<file path="src/rtl/psm_pkg.sv">
// shared types and constants of the partitioned state machine
package psm_pkg;

  // state bits per half: binary uses the low two, one-hot all three
  localparam int unsigned PSM_HALF_W = 3;
  localparam int unsigned PSM_LOG_W = 2;
  localparam int unsigned PSM_NBITS = 2 * PSM_HALF_W;
  localparam int unsigned PSM_A_LSB = 0;
  localparam int unsigned PSM_B_LSB = PSM_HALF_W;
  localparam logic [PSM_HALF_W-1:0] PSM_HALF_RST = 3'h0;
  localparam logic [PSM_NBITS-1:0] PSM_BITS_RST = 6'h00;

  // original state numbers shown on the state id output
  localparam logic [2:0] PSM_ID_S1 = 3'h1;
  localparam logic [2:0] PSM_ID_S2 = 3'h2;
  localparam logic [2:0] PSM_ID_S3 = 3'h3;
  localparam logic [2:0] PSM_ID_S4 = 3'h4;
  localparam logic [2:0] PSM_ID_S5 = 3'h5;
  localparam logic [2:0] PSM_ID_S6 = 3'h6;
  localparam logic [2:0] PSM_ID_NONE = 3'h0;

  typedef enum logic [1:0] {
    PSM_FF_D = 2'h0,
    PSM_FF_T = 2'h1,
    PSM_FF_JK = 2'h2,
    PSM_FF_SR = 2'h3
  } psm_ff_e;

  // first half: the all-zero code is its start state
  typedef enum logic [1:0] {
    PSM_A_S1 = 2'h0,
    PSM_A_S2 = 2'h1,
    PSM_A_S3 = 2'h2,
    PSM_A_IDLE = 2'h3
  } psm_a_e;

  // second half: the all-zero code is its idle state
  typedef enum logic [1:0] {
    PSM_B_IDLE = 2'h0,
    PSM_B_S4 = 2'h1,
    PSM_B_S5 = 2'h2,
    PSM_B_S6 = 2'h3
  } psm_b_e;

  // transition conditions from the surrounding control logic
  typedef struct packed {
    logic go_12;
    logic go_23;
    logic go_31;
    logic go_45;
    logic go_56;
    logic go_64;
    logic x_34;
    logic x_25;
    logic x_61;
    logic x_53;
    logic x_41a;
    logic x_41b;
  } psm_cond_s;

  typedef psm_ff_e [PSM_NBITS-1:0] psm_fftype_t;

endpackage

</file>
<file path="src/rtl/psm_sbit.sv">
// one state bit with selectable flip-flop type
`timescale 1ns/10ps
module psm_sbit (
  input logic MCLK,
  input logic SYS_RST,
  input logic CLR,
  input psm_pkg::psm_ff_e FF_TYPE,
  input logic WANT,
  output logic Q
);
  import psm_pkg::*;

  logic q_reg;
  logic q_next;
  logic exc_d;
  logic exc_t;
  logic exc_j;
  logic exc_k;

  // excitation from present and wanted value; don't-cares taken as 0
  always_comb begin
    exc_d = WANT;
    exc_t = q_reg ^ WANT;
    exc_j = ~q_reg & WANT;
    exc_k = q_reg & ~WANT;
  end

  always_comb begin
    q_next = q_reg;
    if (CLR) begin
      q_next = 1'b0;
    end else begin
      unique case (FF_TYPE)
        PSM_FF_D: q_next = exc_d;
        PSM_FF_T: q_next = q_reg ^ exc_t;
        PSM_FF_JK: begin
          if (exc_j && exc_k) begin
            q_next = ~q_reg;
          end else if (exc_j) begin
            q_next = 1'b1;
          end else if (exc_k) begin
            q_next = 1'b0;
          end
        end
        PSM_FF_SR: begin
          // set and reset never both high, so no forbidden input
          if (exc_j) begin
            q_next = 1'b1;
          end else if (exc_k) begin
            q_next = 1'b0;
          end
        end
      endcase
    end
  end

  always_ff @(posedge MCLK) begin
    if (SYS_RST) begin
      q_reg <= 1'b0;
    end else begin
      q_reg <= q_next;
    end
  end

  assign Q = q_reg;

endmodule

</file>
<file path="src/rtl/psm_top.sv">
// six-state control machine split into two linked halves
// Behaviour
// only one half is ever away from its idle state, the other waits idle.
// a crossing sends the active half idle and wakes the other in one clock.
// entering an idle state uses the crossing condition of the full machine.
// leaving idle needs the crossing condition and the other half's source.
// an idle state holds unless one of its exit conditions is true.
// two crossings with the same ends are merged by OR of their conditions.
// in Moore mode outputs come from state only, with the same sequence.
// every state bit can work as a D, T, JK or SR flip-flop.
// each bit is excited as its flip-flop type needs for the wanted change.
// binary coding uses two bits per half for its four states.
// one-hot coding keeps one bit per state beside the all-zero start.
// reset clears every state bit to zero.
// the all-zero code is the legal start: first half S1, second idle.
// no unused code can hold the machine; any such code resets it.
// an illegal code raises a flag and the flag clears all state bits.
// all bits share one clock edge, so a handoff finishes in one cycle.
`timescale 1ns/10ps
module psm_top (
  input logic MCLK,
  input logic SYS_RST,
  input psm_pkg::psm_cond_s COND,
  input psm_pkg::psm_fftype_t FF_TYPE,
  input logic ONEHOT_SEL,
  input logic MOORE_SEL,
  output logic [psm_pkg::PSM_NBITS-1:0] STATE_BITS,
  output logic [2:0] STATE_ID,
  output logic HALF_B_ACTIVE,
  output logic HANDOFF,
  output logic ILLEGAL
);
  import psm_pkg::*;

  // physical code of a logical half state
  function automatic logic [PSM_HALF_W-1:0] enc(
    input logic [PSM_LOG_W-1:0] s,
    input logic onehot
  );
    logic [PSM_HALF_W-1:0] r;
    r = PSM_HALF_RST;
    if (!onehot) begin
      r = {1'b0, s};
    end else begin
      unique case (s)
        2'h0: r = 3'h0;
        2'h1: r = 3'h1;
        2'h2: r = 3'h2;
        2'h3: r = 3'h4;
      endcase
    end
    return r;
  endfunction

  // {legal, logical state} of a physical half code
  function automatic logic [PSM_LOG_W:0] dec(
    input logic [PSM_HALF_W-1:0] b,
    input logic onehot
  );
    logic [PSM_LOG_W:0] r;
    r = 3'h0;
    if (!onehot) begin
      r = {~b[2], b[1:0]};
    end else begin
      unique case (b)
        3'h0: r = 3'h4;
        3'h1: r = 3'h5;
        3'h2: r = 3'h6;
        3'h4: r = 3'h7;
        default: r = 3'h0;
      endcase
    end
    return r;
  endfunction

  logic [PSM_NBITS-1:0] q;
  logic [PSM_NBITS-1:0] want;
  logic [PSM_LOG_W:0] dec_a;
  logic [PSM_LOG_W:0] dec_b;
  psm_a_e a_cur;
  psm_b_e b_cur;
  psm_a_e a_nxt;
  psm_b_e b_nxt;
  logic x_41;
  logic illegal_now;
  logic crossing;
  logic xing_reg;
  logic xing_next;
  logic [2:0] id_reg;
  logic [2:0] id_next;
  logic half_b_reg;
  logic half_b_next;
  logic handoff_reg;
  logic handoff_next;
  logic illegal_reg;
  logic illegal_next;

  always_comb begin
    dec_a = dec(q[PSM_A_LSB +: PSM_HALF_W], ONEHOT_SEL);
    dec_b = dec(q[PSM_B_LSB +: PSM_HALF_W], ONEHOT_SEL);
    a_cur = psm_a_e'(dec_a[PSM_LOG_W-1:0]);
    b_cur = psm_b_e'(dec_b[PSM_LOG_W-1:0]);
  end

  // a bad code in either half, or both halves idle or both busy, is illegal
  always_comb begin
    illegal_now = ~dec_a[PSM_LOG_W] | ~dec_b[PSM_LOG_W];
    if ((a_cur == PSM_A_IDLE) == (b_cur == PSM_B_IDLE)) begin
      illegal_now = 1'b1;
    end
  end

  assign x_41 = COND.x_41a | COND.x_41b;

  // first half: crossings are tested before internal moves, in both halves
  always_comb begin
    a_nxt = a_cur;
    unique case (a_cur)
      PSM_A_S1: begin
        if (COND.go_12) begin
          a_nxt = PSM_A_S2;
        end
      end
      PSM_A_S2: begin
        if (COND.x_25) begin
          a_nxt = PSM_A_IDLE;
        end else if (COND.go_23) begin
          a_nxt = PSM_A_S3;
        end
      end
      PSM_A_S3: begin
        if (COND.x_34) begin
          a_nxt = PSM_A_IDLE;
        end else if (COND.go_31) begin
          a_nxt = PSM_A_S1;
        end
      end
      PSM_A_IDLE: begin
        if (COND.x_61 && b_cur == PSM_B_S6) begin
          a_nxt = PSM_A_S1;
        end else if (x_41 && b_cur == PSM_B_S4) begin
          a_nxt = PSM_A_S1;
        end else if (COND.x_53 && b_cur == PSM_B_S5) begin
          a_nxt = PSM_A_S3;
        end else begin
          a_nxt = PSM_A_IDLE;
        end
      end
    endcase
  end

  // second half mirrors the first across the dividing line
  always_comb begin
    b_nxt = b_cur;
    unique case (b_cur)
      PSM_B_IDLE: begin
        if (COND.x_34 && a_cur == PSM_A_S3) begin
          b_nxt = PSM_B_S4;
        end else if (COND.x_25 && a_cur == PSM_A_S2) begin
          b_nxt = PSM_B_S5;
        end else begin
          b_nxt = PSM_B_IDLE;
        end
      end
      PSM_B_S4: begin
        if (x_41) begin
          b_nxt = PSM_B_IDLE;
        end else if (COND.go_45) begin
          b_nxt = PSM_B_S5;
        end
      end
      PSM_B_S5: begin
        if (COND.x_53) begin
          b_nxt = PSM_B_IDLE;
        end else if (COND.go_56) begin
          b_nxt = PSM_B_S6;
        end
      end
      PSM_B_S6: begin
        if (COND.x_61) begin
          b_nxt = PSM_B_IDLE;
        end else if (COND.go_64) begin
          b_nxt = PSM_B_S4;
        end
      end
    endcase
  end

  // wanted code of every bit; the bit cells pick their own excitation
  always_comb begin
    want = PSM_BITS_RST;
    want[PSM_A_LSB +: PSM_HALF_W] = enc(a_nxt, ONEHOT_SEL);
    want[PSM_B_LSB +: PSM_HALF_W] = enc(b_nxt, ONEHOT_SEL);
  end

  // changing coding on the fly while the second half is active reads as illegal and restarts from zero
  genvar gi;
  generate
    for (gi = 0; gi < PSM_NBITS; gi++) begin : g_bit
      psm_sbit u_bit (
        .MCLK(MCLK),
        .SYS_RST(SYS_RST),
        .CLR(illegal_now),
        .FF_TYPE(FF_TYPE[gi]),
        .WANT(want[gi]),
        .Q(q[gi])
      );
    end
  endgenerate

  // handoff happens when the active half leaves for idle
  always_comb begin
    crossing = ~illegal_now &
      ((a_cur != PSM_A_IDLE && a_nxt == PSM_A_IDLE) ||
       (b_cur != PSM_B_IDLE && b_nxt == PSM_B_IDLE));
  end

  // moore mode keeps the arrival path as an extra state bit
  always_comb begin
    xing_next = xing_reg;
    if (illegal_now) begin
      xing_next = 1'b0;
    end else if (MOORE_SEL) begin
      xing_next = crossing;
    end else begin
      xing_next = 1'b0;
    end
  end

  always_comb begin
    id_next = PSM_ID_NONE;
    half_b_next = 1'b0;
    if (!illegal_now) begin
      half_b_next = (b_nxt != PSM_B_IDLE);
      if (b_nxt != PSM_B_IDLE) begin
        unique case (b_nxt)
          PSM_B_S4: id_next = PSM_ID_S4;
          PSM_B_S5: id_next = PSM_ID_S5;
          default: id_next = PSM_ID_S6;
        endcase
      end else begin
        unique case (a_nxt)
          PSM_A_S1: id_next = PSM_ID_S1;
          PSM_A_S2: id_next = PSM_ID_S2;
          default: id_next = PSM_ID_S3;
        endcase
      end
    end else begin
      id_next = PSM_ID_S1;
    end
  end

  // mealy output is registered from the inputs; moore from the next value of the state bit
  // so both modes show the same sequence on the same cycle
  always_comb begin
    handoff_next = MOORE_SEL ? xing_next : crossing;
    illegal_next = illegal_now;
  end

  always_ff @(posedge MCLK) begin
    if (SYS_RST) begin
      xing_reg <= 1'b0;
      id_reg <= PSM_ID_S1;
      half_b_reg <= 1'b0;
      handoff_reg <= 1'b0;
      illegal_reg <= 1'b0;
    end else begin
      xing_reg <= xing_next;
      id_reg <= id_next;
      half_b_reg <= half_b_next;
      handoff_reg <= handoff_next;
      illegal_reg <= illegal_next;
    end
  end

  assign STATE_BITS = q;
  assign STATE_ID = id_reg;
  assign HALF_B_ACTIVE = half_b_reg;
  assign HANDOFF = handoff_reg;
  assign ILLEGAL = illegal_reg;

endmodule

</file>
<file path="config.mk">
export PLATFORM = sky130hd
export DESIGN_NAME = psm_top
export DESIGN_NICKNAME = d
export VERILOG_FILES = /design/src/rtl/psm_pkg.sv /design/src/rtl/psm_sbit.sv /design/src/rtl/psm_top.sv
export SDC_FILE = /design/constraint.sdc
export NUM_CORES = 1
export LEC_CHECK = 0
export ABC_AREA = 1
export BUFFER_PORTS_ARGS = -buffer_cell sky130_fd_sc_hd__buf_2
export CORE_ASPECT_RATIO = 0.6
export CORE_MARGIN = 2
export CORE_UTILIZATION = 30
export CTS_CLUSTER_DIAMETER = 200
export DETAILED_ROUTE_END_ITERATION = 12
export PLACE_DENSITY = 0.56
export SLEW_MARGIN = 5
export SYNTH_ARGS = -nofsm -noshare
export SYNTH_HDL_FRONTEND = slang
export SYNTH_SLANG_ARGS = --single-unit
</file>
<file path="constraint.sdc">
create_clock -name MCLK -period 6.07 [get_ports MCLK]
set_input_delay 0.9105 -clock MCLK [delete_from_list [all_inputs] [get_ports MCLK]]
set_output_delay 0.9105 -clock MCLK [all_outputs]
set_load 0.005 [all_outputs]
</file>
* Word level (Yosys, flattened, before mapping)
Index checks and enable logic that the tools add are counted.
Word-level totals: bits in registers 12, latch bits 0, bits in writable memories 0, ROM bits 0, bits of input ports 28, output and inout port bits 12, word-level logic and storage cells 175, memories 0
Cells by class: add/subtract/negate cells 0, $mul 0, div/mod/pow operators 0, order comparisons 0, eq/ne operators 38, shift-type cells 0, mux-type cells 56, bitwise logic cells 42, reductions and logical operators 29
Operator list (number):
- $pmux W3 S4 | 4
- $eq A2 B2 Y1 const B | 20
- $mux W2 | 15
- $pmux W1 S4 | 6
- $mux W1 | 22
- $eq A2 B1 Y1 const B | 10
- $logic_not A2 Y1 | 10
- $pmux W2 S4 | 2
- $mux W3 | 5
- $not A1 Y1 | 15
- $and A1 B1 Y1 | 13
- $logic_and A1 B1 Y1 | 13
- $xor A1 B1 Y1 | 12
- $pmux W2 S2 | 2
- $eq A3 B1 Y1 const B | 2
- $eq A3 B2 Y1 const B | 2
- $eq A3 B3 Y1 const B | 2
- $logic_not A3 Y1 | 2
- $reduce_bool A2 Y1 | 2
- $ne A2 B2 Y1 const B | 1
- $or A1 B1 Y1 | 2
- $reduce_or A2 Y1 | 1
- $eq A1 B1 Y1 | 1
- $logic_or A1 B1 Y1 | 1

* Longest topological paths before layout
Gate-level depths: netlist of run 1.
depth in word-level cells 18, depth in mapped cells 21

* Modules after synthesis
A second synthesis of run 1 with hierarchy kept.
Unflattened totals: cell total of the unflattened synthesis 265, area, all modules 1609.0 um^2
Modules (own cells, without submodules):
- psm_sbit | times used 6, cells an instance 23, area each 143.9 um^2, seq. area each 20.0 um^2
- psm_top | times used 1, cells an instance 127, area each 745.7 um^2, seq. area each 100.1 um^2

* Least setup slack after synthesis of run 1
No wires, ideal clock.
kind input to register, start input ONEHOT_SEL, end register g_bit[4].u_bit.q_reg, arrival 2.740 ns, required time 5.961 ns, slack 3.221 ns, stages on the path 18, buffers on the path 0, path through nand2_1 nand2_1 nand3_1 inv_1 nand2_1 nor2_1 nor2_1 o21ai_0 nand2_1 ha_1 nand2_1 nand2_1 ha_1 xor2_1 a21oi_1 o21a_1 nand2_1 inv_1
On the way: cells in the longest elaborated chain, start to end 15, elaborated cells on any way between the ends 42
Ends and longest elaborated chain:
- start: declaration | line psm_top.sv:25 | input logic ONEHOT_SEL,
- $mux W3 | line psm_top.sv:62 | if (!onehot) begin
- $eq A2 B1 Y1 | line psm_top.sv:159 | end else if (COND.x_25 && a_cur == PSM_A_S2) begin
- $logic_and A1 B1 Y1 | line psm_top.sv:159
- $mux W2 | line psm_top.sv:159
- $mux W2 | line psm_top.sv:157 | if (COND.x_34 && a_cur == PSM_A_S3) begin
- $pmux W2 S4 | line psm_top.sv:155 | unique case (b_cur)
- $eq A2 B2 Y1 (tied with other cells) | line psm_top.sv:45 | unique case (s)
- $pmux W3 S4 | line psm_top.sv:45
- $mux W3 | line psm_top.sv:42 | if (!onehot) begin
- $not A1 Y1 | line psm_sbit.sv:25 | exc_k = q_reg & ~WANT;
- $and A1 B1 Y1 | line psm_sbit.sv:25
- $mux W1
- $mux W1 | line psm_sbit.sv:47 | if (exc_j) begin
- $mux W1 | line psm_sbit.sv:37 | if (exc_j && exc_k) begin
- $pmux W1 S4 | line psm_sbit.sv:33 | unique case (FF_TYPE)
- end signal: assignment | line psm_sbit.sv:61 | q_reg <= q_next;
- end: declaration | line psm_sbit.sv:13 | logic q_reg;
Several ways; a longest one is shown, not always the timed one. A chain may end at the register's enable or synchronous reset.

* Worst setup path after layout of run 1
start input ONEHOT_SEL, end register g_bit[5].u_bit.q_reg
On the way: cells in the longest elaborated chain, start to end 15, elaborated cells on any way between the ends 42
Ends and longest elaborated chain (line):
- $mux W3 | psm_top.sv:62
- $eq A2 B1 Y1 | psm_top.sv:159
- $logic_and A1 B1 Y1 | psm_top.sv:159
- $mux W2 | psm_top.sv:159
- $mux W2 | psm_top.sv:157
- $pmux W2 S4 | psm_top.sv:155
- $eq A2 B2 Y1 (tied with other cells) | psm_top.sv:45
- $pmux W3 S4 | psm_top.sv:45
- $mux W3 | psm_top.sv:42
- $not A1 Y1 | psm_sbit.sv:25
- $and A1 B1 Y1 | psm_sbit.sv:25
- $mux W1
- $mux W1 | psm_sbit.sv:47
- $mux W1 | psm_sbit.sv:37
- $pmux W1 S4 | psm_sbit.sv:33
- end signal: assignment | psm_sbit.sv:61
- end: declaration | psm_sbit.sv:13
Several ways; a longest one is shown, not always the timed one.

==> flow_summary.yaml, run 1 <==
route:
  routed_wirelength_um: 3110
  vias_per_cell: 4.56
  ant_nets: 0
  vias: 1360
  wl_per_cell_um: 10.4
  drt_iter0_drc: 68
  drc: 0
  drt_pre_antenna_iters: 4
pwr:
  combPwrFrac_pct: 68.4
  seqPwrFrac_pct: 19.5
  p_int_mw: 0.303
  p_switching_mw: 0.323
  clock_power_share_pct: 12.1
  p_leak_nw: 0.872
  p_sw_share_pct: 51.5
  p_per_area_nw_per_um2: 392
  ir_worst_vdd_mv: 0.151
yosys:
  syn_area_per_cell_um2: 6.60
  synth_fp_nets: 255
  synthAdderAreaFrac_pct: 18.3
  synth-compound-area-share_pct: 12.9
  synth_top_family_by_area: "simple AND/OR/NAND/NOR gates"
  synthMuxAreaShare_pct: 0
  seq_area_frac_synth_pct: 16.1
  synth_edf_count: 0
  synthSimpleGateAreaFrac_pct: 37.6
  synthCells: 207
  synth_seq_cells: 11
  ys.flop_type: "dfxtp_1"
  synth.cell_area_um2: 1370
  synth-xor-area-share_pct: 3.21
  synthArstFlopShare_pct: 0
  yosysWarnings: 0
  yosysUniqueCellTypes: 26
placed_design:
  port_buffers: 36
  pre_cts_ws_ns: 2.63
  gp_congestion: 0.808
  dp_hpwl_um: 2610
finish:
  design.final.nets: 287
  final_cell_mix: "46 x nand2_1, 36 x buf_2, 24 x inv_1, 24 x nor2_1, 20 x ha_1"
  antenna_cells: 0
  drive_gt1_share_pct: 23.5
  area_growth_pct: 16.8
  final_common_cell: "nand2_1"
timing:
  fin_ws_ns: 2.86
  fin_crit_ns: 3.21
  setup_viol: 0
  setup_tns_ns: 0
  fin_worst_skew_ns: 0.00128
  slew_headroom_pct: 72.9
  final_hold_viol_count: 0
  slew_violations: 0
  rsz0062_at_grt: "no"
  period_share_pct: 52.8
  worstMarginPinSlew_ns: 0.407
  max_freq_mhz: 312
die:
  dieArea_um2: 5130
  ioPinCount: 40
  core_area_um2: 4230
  die-height_um: 56.3
  rows: 18
  die_w_um: 91.1
  start_util_pct: 32.3
clock_network:
  clk_pin_slew_ns: 0.05
  cts_made_buffers: 3
  clockRootBuffer: "clkbuf_8"
  clk_latency_ns: 0.24
  clockBufferDepth: 2
  cts_setup_buffers: 0
  cts_sinks: 11
  cts_hold_buf: 0
  htreeDepth: 1
  tritoncts: "done"
  postCtsResizedCells: 0
grt:
  grt_pass1_wl_um: 5440
  gr-usage-all-layers_pct: 13.1
  first_global_vias: 1201
  grt_start_max_net_pins: 16
  antenna_found_initial: 0
  grt_overflow_total: 0
min_path:
  hold_path.class: "register to register"
critical_path:
  cp-end-kind: "register"
  reg2reg_slack_ns: 3.24
  arrival_ns: 3.34
  required_ns: 6.20
  critPathMaxFanout: 15
  path_class: "input pin to register"
  startpoint_type: "input pin"
status:
  run_status: "complete, no violations"
flow_run:
  cap_violations: 0
[registers in the layout, indices dropped and copies added (netlist names)]
signal,flops
HANDOFF,1
ILLEGAL,1
g_bit.u_bit.Q,6
STATE_ID,3
[worst paths after layout]
| path | from | end | cells past startpoint |
|---|---|---|---|
| worst max-delay path | ONEHOT_SEL | g_bit[5].u_bit.Q$_SDFF_PP0_ | 17 |
| worst max register to register | g_bit[4].u_bit.Q$_SDFF_PP0_ | g_bit[5].u_bit.Q$_SDFF_PP0_ | 16 |
| worst min register to register | g_bit[1].u_bit.Q$_SDFF_PP0_ | g_bit[1].u_bit.Q$_SDFF_PP0_ | 4 |
| worst min-delay path | g_bit[1].u_bit.Q$_SDFF_PP0_ | g_bit[1].u_bit.Q$_SDFF_PP0_ | 4 |
[cell usage after synthesis, types with 3 or more instances]
cell type	count	area, um^2
dfxtp_1	11	220
nand2_2	5	31.3
nand3_2	7	70.1
nor3_1	4	20.0
inv_1	24	90.1
nand3_1	13	65.1
nor2_1	24	90.1
nand4_1	3	18.8
nand2_1	46	173
buf_4	8	60.1
a21oi_1	14	70.1
o21ai_1	5	25.0
o21ai_0	4	20.0
xor2_1	5	43.8
ha_1	20	250
[layout make-up]
| cell class | count | area, um^2 |
|---|---|---|
| Sequential cell | 11 | 220 |
| Clock inverter | 1 | 5.00 |
| Inverter | 24 | 90.1 |
| Multi-Input combinational cell | 163 | 985 |
| Fill cell | 475 | 2640 |
| Tap cell | 60 | 75.1 |
| Clock buffer | 3 | 41.3 |
| Timing Repair Buffer | 36 | 180 |
[critical path, cell delays in order]
cell     delay [ns]
buf_2          0.28
nand2_1        0.11
nand2_1        0.10
nand3_1        0.11
inv_1          0.11
nand2_1        0.06
nor2_1         0.12
nor2_1         0.05
o21ai_0        0.09
nand2_1        0.15
inv_1          0.11
ha_1           0.20
nand2_1        0.11
ha_1           0.33
xor2_1         0.15
nor2_1         0.05
o311a_1        0.32
[per-layer routing]
metal	vias up	track usage, %	part of all wire [%]
met5	-	0	0
li1	731	-	-
met1	602	20.4	57
met3	0	3.49	5.1
met4	0	1.30	0
met2	27	18.3	38
[stage by stage]
step | power [mW] | utilization (%) | cell area, um^2 | hold slack [ns] | std cells
floorplan | 0.462 | - | 1370 | 0.762 | 207
global placement | 0.552 | 36.6 | 1550 | 0.861 | 294
detailed placement | 0.553 | 36.6 | 1550 | 0.851 | 294
CTS | 0.634 | 37.7 | 1600 | 0.862 | 298
global route | 0.711 | 37.7 | 1600 | 0.907 | 298
finish | 0.626 | 37.7 | 1600 | 0.855 | 298
[logic make-up (layout without fill, tap and decap cells)]
group | count (synthesis) | count (layout)
adder cells (fa/ha/maj) | 20 | 20
AND/OR/NAND/NOR | 108 | 108
AO/OA/AOI/OAI | 30 | 30
XOR/XNOR | 5 | 5
flip-flops | 11 | 11
buffers and inverters | 33 | 64
[power groups by stage]
stage / registers, mW / logic, mW / clock network (mW)
floorplan: 0.116 / 0.346 / 0
global placement: 0.124 / 0.428 / 0
detailed placement: 0.124 / 0.429 / 0
CTS: 0.123 / 0.431 / 0.0800
global route: 0.126 / 0.500 / 0.0848
finish: 0.122 / 0.428 / 0.0759
Power figures use the tool's default switching activity.
==> run 2, diff against run 1 <==
--- a/config.mk
+++ b/config.mk
@@ -12,7 +12,7 @@
 export CORE_UTILIZATION = 30
 export CTS_CLUSTER_DIAMETER = 200
 export DETAILED_ROUTE_END_ITERATION = 12
-export PLACE_DENSITY = 0.56
+export PLACE_DENSITY = 0.58
 export SLEW_MARGIN = 5
 export SYNTH_ARGS = -nofsm -noshare
 export SYNTH_HDL_FRONTEND = slang
==> constraint.sdc (replaced) <==
create_clock -name MCLK -period 2.9 [get_ports MCLK]
set_input_delay 0.435 -clock MCLK [delete_from_list [all_inputs] [get_ports MCLK]]
set_output_delay 0.435 -clock MCLK [all_outputs]
set_load 0.005 [all_outputs]
==> run 2 against run 1 <==
Clock power up 120%. Critical path depth up 1. Hold slack worse by 0.41 ns. Combinational power up 130%. Worst setup slack worse by 2.5 ns. Cell count up 2.0%. Die area unchanged. Critical endpoint is now g_bit[4].u_bit.Q$_SDFF_PP0_. Largest power group unchanged. Highest routed layer is now met4. Design area up 3.4%. Global-route usage up 0.44 points.
==> flow_summary.yaml, run 2 (synthesized netlist as in run 1, its figures left out) <==
pwr:
  ir_worst_vdd_mv: 0.194
  clock_power_share_pct: 11.9
  p_sw_share_pct: 51.3
  p_leak_nw: 0.901
  p_switching_mw: 0.709
  p_per_area_nw_per_um2: 837
  seqPwrFrac_pct: 18.1
  p_int_mw: 0.673
  combPwrFrac_pct: 70.0
clock_network:
  tritoncts: "done"
  htreeDepth: 1
  cts_made_buffers: 3
  cts_hold_buf: 0
  clockBufferDepth: 2
  cts_sinks: 11
  clk_latency_ns: 0.25
  clk_pin_slew_ns: 0.06
  clockRootBuffer: "clkbuf_8"
timing:
  rsz0062_at_grt: "no"
  fin_crit_ns: 2.59
  fin_worst_skew_ns: 0.0117
  slew_headroom_pct: 80.3
  max_freq_mhz: 387
  setup_viol: 0
  worstMarginPinSlew_ns: 0.295
  hold_ws_ns: 0.447
  slew_violations: 0
  setup_tns_ns: 0
  period_share_pct: 89.2
  final_hold_viol_count: 0
critical_path:
  critPathMaxFanout: 9
  reg2reg_from: "g_bit[5].u_bit.Q$_SDFF_PP0_"
  required_ns: 3.04
  reg2reg_slack_ns: 0.31
  startpoint_type: "register"
  r2r_cells: 18
  arrival_ns: 2.72
  cp-end-kind: "register"
  path_class: "register to register"
  r2r-end: "g_bit[4].u_bit.Q$_SDFF_PP0_"
finish:
  final_cell_mix: "45 x nand2_1, 36 x buf_2, 24 x inv_1, 24 x nor2_1, 20 x ha_1"
  fillerInstances: 489
  final_common_cell: "nand2_1"
  design.final.nets: 293
  antenna_cells: 0
  drive_gt1_share_pct: 26.6
  largest_reg_flops: 6
  fin_util_pct: 39.0
  area_growth_pct: 20.9
die:
  die-height_um: 56.3
  rows: 18
  core_area_um2: 4230
  dieArea_um2: 5130
  die_w_um: 91.1
  ioPinCount: 40
  start_util_pct: 32.3
route:
  vias: 1364
  drc: 0
  routed_wirelength_um: 3360
  drt_iter0_drc: 84
  drt_pre_antenna_iters: 4
  wl_per_cell_um: 11.1
  ant_nets: 0
  vias_per_cell: 4.49
min_path:
  min_to: "STATE_ID[2]$_SDFF_PP0_"
  hold_path.class: "input pin to register"
  hold_depth: 2
  min_from: "SYS_RST"
grt:
  grt_pass1_wl_um: 5570
  gr-usage-all-layers_pct: 13.6
  grt_overflow_total: 0
  first_global_vias: 1180
  grt_start_max_net_pins: 11
  antenna_found_initial: 0
placed_design:
  dp_hpwl_um: 2810
  port_buffers: 36
  gp_congestion: 0.810
status:
  run_status: "complete, no violations"
flow_run:
  cap_violations: 0
run 2: timing repair:
action / in CTS / in global routing
setup endpoints to repair: 0 / 3
resized for setup: 0 / 7
setup buffers: 0 / 1
run 2: power groups by stage:
stage | clock, mW | combinational, mW | sequential (mW)
final | 0.164 | 0.968 | 0.250
after global routing | 0.175 | 1.12 | 0.259
after CTS | 0.165 | 0.956 | 0.245
after detailed placement | 0 | 0.946 | 0.248
after global placement | 0 | 0.934 | 0.247
after floorplan | 0 | 0.724 | 0.243
run 2: final cells by class:
type	instances	area (um^2)	area share, %
flip-flops and latches	11	229	13.9
well taps	60	75.1	4.55
clock buffers	4	45.0	2.73
repair buffers	42	225	13.6
multi-input cells	163	987	59.8
inverters	24	90.1	5.45
run 2: layer usage:
layer | track usage [%] | part of all wire [%] | up-vias
met3 | 3.36 | 8.6 | 5
met1 | 22.8 | 57 | 573
met5 | 0 | 0 | -
met2 | 16.2 | 33 | 45
met4 | 2.81 | 0.80 | 0
li1 | - | - | 741
run 2: worst max-delay path by stage:
| stage | start | endpoint | depth (start not counted) |
|---|---|---|---|
| after detailed placement | ONEHOT_SEL | g_bit[3].u_bit.Q$_SDFF_PP0_ | 20 |
| after floorplan | g_bit[5].u_bit.Q$_SDFF_PP0_ | g_bit[4].u_bit.Q$_SDFF_PP0_ | 18 |
| after global placement | ONEHOT_SEL | g_bit[3].u_bit.Q$_SDFF_PP0_ | 20 |
| after CTS | g_bit[5].u_bit.Q$_SDFF_PP0_ | g_bit[4].u_bit.Q$_SDFF_PP0_ | 18 |
| after global routing | g_bit[3].u_bit.Q$_SDFF_PP0_ | g_bit[4].u_bit.Q$_SDFF_PP0_ | 19 |
| final | g_bit[5].u_bit.Q$_SDFF_PP0_ | g_bit[4].u_bit.Q$_SDFF_PP0_ | 18 |
run 2: worst max-delay path, cell delays in order, from the launching register on:
cell     delay [ns]
dfxtp_4        0.40
nand2_1        0.08
nand2_1        0.09
nand2_2        0.07
nand2_1        0.11
nand2_1        0.08
nor2_1         0.12
nor2_1         0.05
o21ai_1        0.16
nand2_2        0.13
ha_1           0.21
nand2_1        0.08
nand2_1        0.10
ha_1           0.31
xor2_1         0.14
a21oi_1        0.08
o21a_1         0.18
nand2_1        0.06
inv_1          0.03
run 2: metrics by stage:
step           instance area, um^2  std cells  setup WS [ns]  total power, mW
3_3_place_gp                  1590        299        0.00232             1.18
3_5_place_dp                  1590        299         0.0131             1.19
6_report                      1650        304          0.315             1.38
5_1_grt                       1650        304         0.0190             1.56
4_1_cts                       1630        303         0.0951             1.37
2_1_floorplan                 1370        207          0.458            0.967
